<file path="src/shared/txbli_pkg.sv">
package txbli_pkg;
   // Register offsets on the serial port
   localparam logic [7:0] ADDR_LINE_TX_B_CONTROL = 8'h30;
   localparam logic [7:0] ADDR_LOCAL_INTERRUPT_CAUSE = 8'h3e;
   localparam logic [7:0] ADDR_SERIAL_PORT_CONFIG = 8'h3f;
   // Field positions
   localparam int TX_B_OVERRIDE_BIT = 7;
   localparam int TX_B_LEVEL_LSB = 0;
   localparam int SAMPLE_RATE_BIT = 2;
   // Reset values
   localparam logic [7:0] RESET_TX_B_CONTROL = 8'h00;
   localparam logic [7:0] RESET_CAUSE = 8'h00;
   localparam logic RESET_RATE_SELECT = 1'b0;
   // Drive level encodings
   typedef enum logic [1:0] {
      TXBLI_LEVEL_HIGH = 2'h0,
      TXBLI_LEVEL_RSVD = 2'h1,
      TXBLI_LEVEL_MEDIUM = 2'h2,
      TXBLI_LEVEL_LOW = 2'h3
   } txbli_level_t;
   // Level used while override is off
   localparam logic [1:0] DEFAULT_TX_B_LEVEL = 2'h0;
   // Mailbox cause codes
   localparam logic [7:0] CAUSE_MBOX0_FULL = 8'h30;
   localparam logic [7:0] CAUSE_MBOX0_EMPTY = 8'h31;
   localparam logic [7:0] CAUSE_MBOX1_FULL = 8'h32;
   localparam logic [7:0] CAUSE_MBOX1_EMPTY = 8'h33;
   // Serial port clock ratio choices
   localparam logic RATE_SEL_48K = 1'b0;
   localparam logic RATE_SEL_44K1 = 1'b1;
endpackage : txbli_pkg
</file>
<file path="src/hw/txbli_regs.sv">
module txbli_regs
   import txbli_pkg::*;
(
   input wire logic clock_in,
   input wire logic srst_in,
   input wire logic node_is_target_in,
   input wire logic reg_wr_in,
   input wire logic reg_rd_in,
   input wire logic reg_from_local_in,
   input wire logic [7:0] reg_addr_in,
   input wire logic [7:0] reg_wdata_in,
   output logic [7:0] reg_rdata_out,
   output logic reg_rvalid_out,
   input wire logic mbox0_full_in,
   input wire logic mbox0_empty_in,
   input wire logic mbox1_full_in,
   input wire logic mbox1_empty_in,
   output logic irq_out,
   output logic tx_b_override_enable_out,
   output logic [1:0] tx_b_drive_level_out,
   output logic audio_sample_rate_select_out
);

   // Synchroniser for the node role pin
   logic target_meta; // First stage, read only by second
   logic target_sync; // Safe to use
   // Only the stored bits of each register exist here
   // Register contents
   logic [7:0] line_tx_b_control;
   logic [7:0] local_irq_cause;
   logic audio_sample_rate_select;
   logic irq_pending; // Pending local interrupt
   // Strobes qualified by address; the clearing read also by source and role
   // Decoded accesses
   logic wr_tx_b;
   logic wr_cfg;
   logic rd_cause_local;
   logic any_event;
   logic [7:0] next_cause;
   logic [1:0] next_level;

   // Codes are fixed per mailbox event, not by arrival order
   // Picks the cause code; lowest code wins if events coincide
   function automatic logic [7:0] txbli_cause(input logic [3:0] ev);
      logic [7:0] code;
      code = RESET_CAUSE;
      if (ev[0]) begin
         code = CAUSE_MBOX0_FULL;
      end else if (ev[1]) begin
         code = CAUSE_MBOX0_EMPTY;
      end else if (ev[2]) begin
         code = CAUSE_MBOX1_FULL;
      end else if (ev[3]) begin
         code = CAUSE_MBOX1_EMPTY;
      end
      return code;
   endfunction : txbli_cause

   // Maps control byte to applied drive level
   // Reserved code never reaches the analog driver
   function automatic logic [1:0] txbli_level(input logic [7:0] ctl);
      logic [1:0] lvl;
      lvl = ctl[TX_B_LEVEL_LSB +: 2];
      if (!ctl[TX_B_OVERRIDE_BIT]) begin
         lvl = DEFAULT_TX_B_LEVEL;
      end else if (lvl == TXBLI_LEVEL_RSVD) begin
         // Reserved code is not driven; fall back to default
         lvl = DEFAULT_TX_B_LEVEL;
      end
      return lvl;
   endfunction : txbli_level

   // Role pin comes from outside, two flops before use
   // Both stages reset so a stale role cannot leak out
   always_ff @(posedge clock_in) begin
      if (srst_in) begin
         target_meta <= 1'b0;
         target_sync <= 1'b0;
      end else begin
         target_meta <= node_is_target_in;
         target_sync <= target_meta;
      end
   end

   // Address decode
   // Write and read may share a cycle; decoded apart
   always_comb begin
      wr_tx_b = 1'b0;
      wr_cfg = 1'b0;
      rd_cause_local = 1'b0;
      if (reg_wr_in && reg_addr_in == ADDR_LINE_TX_B_CONTROL) begin
         wr_tx_b = 1'b1;
      end else if (reg_wr_in && reg_addr_in == ADDR_SERIAL_PORT_CONFIG) begin
         wr_cfg = 1'b1;
      end
      // Only the local processor of a target clears
      if (reg_rd_in && reg_addr_in == ADDR_LOCAL_INTERRUPT_CAUSE &&
          reg_from_local_in && target_sync) begin
         rd_cause_local = 1'b1;
      end
   end

   // Only mailbox events feed the cause register
   // Controller events are dropped at the pending flag
   assign any_event = mbox0_full_in | mbox0_empty_in |
                      mbox1_full_in | mbox1_empty_in;
   assign next_cause = txbli_cause({mbox1_empty_in, mbox1_full_in,
                                    mbox0_empty_in, mbox0_full_in});
   assign next_level = txbli_level(line_tx_b_control);

   // Transmitter B control register
   // Bits 6:2 read back as zero
   always_ff @(posedge clock_in) begin
      if (srst_in) begin
         line_tx_b_control <= RESET_TX_B_CONTROL;
      end else if (wr_tx_b) begin
         // Unused bits 6:2 are not kept
         line_tx_b_control <= reg_wdata_in & 8'h83;
      end
   end

   // Port configuration: only the rate bit is held here
   // Other config bits belong to the serial port itself
   always_ff @(posedge clock_in) begin
      if (srst_in) begin
         audio_sample_rate_select <= RESET_RATE_SELECT;
      end else if (wr_cfg) begin
         audio_sample_rate_select <= reg_wdata_in[SAMPLE_RATE_BIT];
      end
   end

   // Pending interrupt; new event wins over a clearing read
   // Cause byte survives a clear, so a reread still works
   always_ff @(posedge clock_in) begin
      if (srst_in) begin
         irq_pending <= 1'b0;
         local_irq_cause <= RESET_CAUSE;
      end else if (any_event && target_sync) begin
         irq_pending <= 1'b1;
         local_irq_cause <= next_cause;
      end else if (rd_cause_local) begin
         irq_pending <= 1'b0;
      end
   end

   // Register outputs toward pin and transmitter
   // All pins registered so decode glitches never escape
   always_ff @(posedge clock_in) begin
      if (srst_in) begin
         irq_out <= 1'b0;
         tx_b_override_enable_out <= 1'b0;
         tx_b_drive_level_out <= DEFAULT_TX_B_LEVEL;
         audio_sample_rate_select_out <= RATE_SEL_48K;
      end else begin
         // A clearing read loses to a same-cycle event, so no dip
         irq_out <= irq_pending && target_sync &&
            !(rd_cause_local && !any_event);
         tx_b_override_enable_out <= line_tx_b_control[TX_B_OVERRIDE_BIT];
         tx_b_drive_level_out <= next_level;
         // Controller node keeps the 48 kHz derivation
         audio_sample_rate_select_out <= target_sync ?
            audio_sample_rate_select : RATE_SEL_48K;
      end
   end

   // Read data, one cycle after the strobe
   // Data holds between reads for a slow serial shifter
   always_ff @(posedge clock_in) begin
      if (srst_in) begin
         reg_rdata_out <= 8'h00;
         reg_rvalid_out <= 1'b0;
      end else begin
         reg_rvalid_out <= reg_rd_in;
         if (!reg_rd_in) begin
            reg_rdata_out <= reg_rdata_out;
         end else if (reg_addr_in == ADDR_LINE_TX_B_CONTROL) begin
            reg_rdata_out <= line_tx_b_control;
         end else if (reg_addr_in == ADDR_LOCAL_INTERRUPT_CAUSE) begin
            reg_rdata_out <= local_irq_cause;
         end else if (reg_addr_in == ADDR_SERIAL_PORT_CONFIG) begin
            reg_rdata_out <= {5'h00, audio_sample_rate_select, 2'h0};
         end else begin
            reg_rdata_out <= 8'h00; // Unmapped reads give zero
         end
      end
   end
endmodule : txbli_regs

</file>
<file path="config.mk">
export PLATFORM = sky130hd
export DESIGN_NAME = txbli_regs
export DESIGN_NICKNAME = d
export VERILOG_FILES = /design/src/shared/txbli_pkg.sv /design/src/hw/txbli_regs.sv
export SDC_FILE = /design/constraint.sdc
export NUM_CORES = 1
export LEC_CHECK = 0
export ABC_CLOCK_PERIOD_IN_PS = 1800
export BUFFER_PORTS_ARGS = -buffer_cell sky130_fd_sc_hd__buf_2
export CELL_PAD_IN_SITES_DETAIL_PLACEMENT = 1
export CELL_PAD_IN_SITES_GLOBAL_PLACEMENT = 2
export CORE_MARGIN = 4
export CORE_UTILIZATION = 28
export CTS_CLUSTER_DIAMETER = 30
export CTS_CLUSTER_SIZE = 10
export DETAILED_ROUTE_END_ITERATION = 10
export PLACE_DENSITY_LB_ADDON = 0.1
export SLEW_MARGIN = 20
export SYNTH_ARGS = -nofsm -noshare
export SYNTH_HDL_FRONTEND = slang
export SYNTH_SLANG_ARGS = --single-unit
</file>
<file path="constraint.sdc">
create_clock -name clock_in -period 1.8 [get_ports clock_in]
set_input_delay 0.18 -clock clock_in [delete_from_list [all_inputs] [get_ports clock_in]]
set_output_delay 0.18 -clock clock_in [all_outputs]
set_load 0.005 [all_outputs]
</file>
==> metrics.md <==
| Metric | Value |
|---|---|
| Run status | `finished, final reports clean` |
| Resized cells post-CTS | `0` |
| Initial antenna violation count | `0` |
| Worst rel slew slack | `0.599` |
| Share of layout cells above drive strength 1 | `0.320` |
| Fin Setup TNS | `0 ns` |
| Core area | `3080 um2` |
| Die height | `65.1 um` |
| Global-route wire length before repair | `3.84 mm` |
| Net Sw Power | `0.199 mW` |
| Pwr/cell area | `715 nW/um2` |
| Total gr overflow | `0` |
| Crit Path Category | `flip-flop to flip-flop` |
| Crit path buf inv count | `1` |
| Fin. max-slew vios | `0` |
| Area delta synth->final | `21.4%` |
| Switching Share | `0.251` |
| CTS tree | `built` |
| Placer Congestion | `0.699` |
| Initial core utilization | `0.297` |
| Cell count after synthesis | `94` |
| Wire per inst | `13.5 um` |
| Die ar. | `roughly 4200 um2` |
| # IOs | `40` |
| DP Wirelength | `1.78 mm` |
| CP Capture Type | `flip-flop` |
| Root Driver | `clkbuf_4` |
| Mapped Area | `913 um2` |
| Worst skew pair latency | `0.30 ns` |
| Drt via density | `4.92` |
| Via count | `831` |
| Post-synth ARST share | `0` |
| DRT antenna net count | `0` |
| Final worst path period share | `0.687` |
| Worst Hold Class | `input pin to flip-flop` |
| Post-layout minimum cycle time | `1.24 ns` |
| Register area share after synthesis | `0.460` |
| Die X | `65.1 um` |
| Fin. Hold Viols | `0` |
| H-Tree Depth | `1` |
| Syn Area/Cell | `9.72 um2` |
| DP Worst Slack | `0.377 ns` |
| Critical Path AT | `roughly 1.5 ns` |
| Post-synth top flop | `dfxtp_1` |
| Gate power share | `0.104` |
| Crit path max fanout | `2` |
| Most frequent cells in the layout | `33 x buf_2, 21 x dfxtp_1, 7 x a21oi_1, 6 x nand4_1` |
| Pin count of the biggest net entering global routing | `21` |
| Worst-Margin Slew | `around 0.6 ns` |
| Overall Global Routing Usage | `0.118` |
| Clock share of power | `0.291` |
| Setup ws final | `0.563 ns` |
| Worst stage delay on the critical path | `0.52 ns` |
| Clock slew seen by the registers of the worst setup and hold paths | `0.12 ns` |
| Worst path cell trace | `inv_1, or4_1, a311oi_1` |
| Row count | `20` |
| Fmax | `roughly 810 MHz` |
| CTS sink cnt | `21` |
| Most common library cell in the layout ignoring fill and taps | `buf_2` |
| Synthesized flop and latch total | `21` |
| Delay-heaviest family, CP | `simple AND/OR/NAND/NOR gates` |
| Vias in the first global route | `approximately 820` |
| Setup Skew | `0.00326 ns` |
| IR drop worst, VDD | `0.188 mV` |
| Yosys warns | `0` |
| Lkg Pwr | `approximately 0.46 nW` |
| RSZ-0062 raised after global routing | `no` |
| CP Launch Type | `flip-flop` |
| Slowest cell on crit path | `or4_1` |
| ANT cells | `0` |
| Routed WL | `between 2 and 2.5 mm` |
| Layout Nets | `152` |
| Number of flops mapped to enable cells by yosys | `0` |
| Synth unique cells | `31` |
| Hold buffers post-CTS | `0` |
| Input/output buffers | `33` |
| Max_cap viols | `0` |
| Detailed Routing Iterations Pass 1 | `4` |
| Power Internal | `approximately 0.59 mW` |
| DRC Markers | `0` |
| Worst path required time | `a little over 2 ns` |
| TritonCTS buffer count | `3` |
| Total setup buffers inserted after CTS | `0` |
| Sequential Power Share | `0.606` |
| Clk buf depth | `2` |
| Drt initial violations | `19` |
| Setup violation total in the final timing report | `0` |
-- final timing paths --
| kind | startpoint | end | slack (ns) | cells past startpoint |
|---|---|---|---|---|
| setup / recovery | local_irq_cause[0] | reg_rdata_out[0] | 0.56 | 3 |
| hold reg to reg | target_meta | target_sync | 0.46 | 1 |
| hold / removal | node_is_target_in | target_meta | 0.08 | 2 |
| setup reg to reg | local_irq_cause[0] | reg_rdata_out[0] | 0.56 | 3 |
-- through the flow --
| stage | total power [mW] | cell area [um2] | hold WS [ns] | utilization | cells |
|---|---|---|---|---|---|
| 2_1_floorplan | 0.532 | 917 | 0.267 | - | 95 |
| 3_3_place_gp | 0.570 | 1080 | 0.388 | 0.351 | 165 |
| 3_5_place_dp | 0.573 | 1080 | 0.401 | 0.351 | 165 |
| 4_1_cts | 0.808 | 1110 | 0.0675 | 0.360 | 169 |
| 5_1_grt | 0.846 | 1110 | 0.0662 | 0.360 | 169 |
| 6_report | 0.792 | 1110 | 0.0763 | 0.360 | 169 |
-- worst register-to-register path, delay by kind of cell (launching register included) --
| kind | cells | cell delay, ns |
|---|---|---|
| compound gates | 1 | 0.26 |
| buf+inv | 1 | 0.05 |
| flops | 1 | 0.33 |
| simple gates | 1 | 0.52 |
-- synthesized netlist by cell type, drive strengths merged (2+ instances only) --
cell type,n,share of area
dfxtp,21,0.46
a21oi,7,0.038
buf,6,0.058
nand4,6,0.041
nand2b,5,0.034
nor2,5,0.021
inv,4,0.016
nor2b,4,0.027
or4,4,0.033
a311oi,3,0.029
nand3,3,0.016
nor4,3,0.027
o31ai,3,0.025
and2,2,0.014
and3,2,0.014
nand2,2,0.0082
o21ai,2,0.011
-- flip-flops by register name, summed over array words and instances (netlist names) --
| name | flops |
|---|---|
| target_meta | 1 |
| tx_b_drive_level_out | 2 |
| target_sync | 1 |
| line_tx_b_control | 3 |
| irq_out | 1 |
| audio_sample_rate_select | 1 |
| audio_sample_rate_select_out | 1 |
| tx_b_override_enable_out | 1 |
| reg_rdata_out | 5 |
| irq_pending | 1 |
| local_irq_cause | 3 |
| reg_rvalid_out | 1 |
-- power groups by stage --
stage / Sequential (mW) / Clock (mW) / Combinational (mW)
floorplan: 0.490 / 0 / 0.0426
global placement: 0.490 / 0 / 0.0798
detailed placement: 0.490 / 0 / 0.0830
CTS: 0.480 / 0.245 / 0.0833
global route: 0.482 / 0.271 / 0.0927
finish: 0.480 / 0.231 / 0.0821
-- layout make-up --
cell class,count,area (um2)
tap,44,55.1
fill,372,1970
sequential,21,420
multi-input combinational,63,425
clock buffer,3,22.5
clock inverter,1,5.00
timing repair buffer,33,165
inverter,4,15.0
-- logic make-up after synthesis --
| kind of cell | share of synthesized area |
|---|---|
| simple gates | 0.297 |
| flops | 0.460 |
| compound gates | 0.149 |
| buf+inv | 0.0781 |
| mux | 0.0110 |
| other cells | 0.00411 |
-- layer usage --
layer	up-vias	global-route usage	wire, um
met2	31	0.172	1020
li1	407	-	-
met3	5	0.0274	172
met1	388	0.166	1050
met5	-	0	0
met4	0	0.0466	38
No activity file was read; power rests on OpenSTA's default activity.
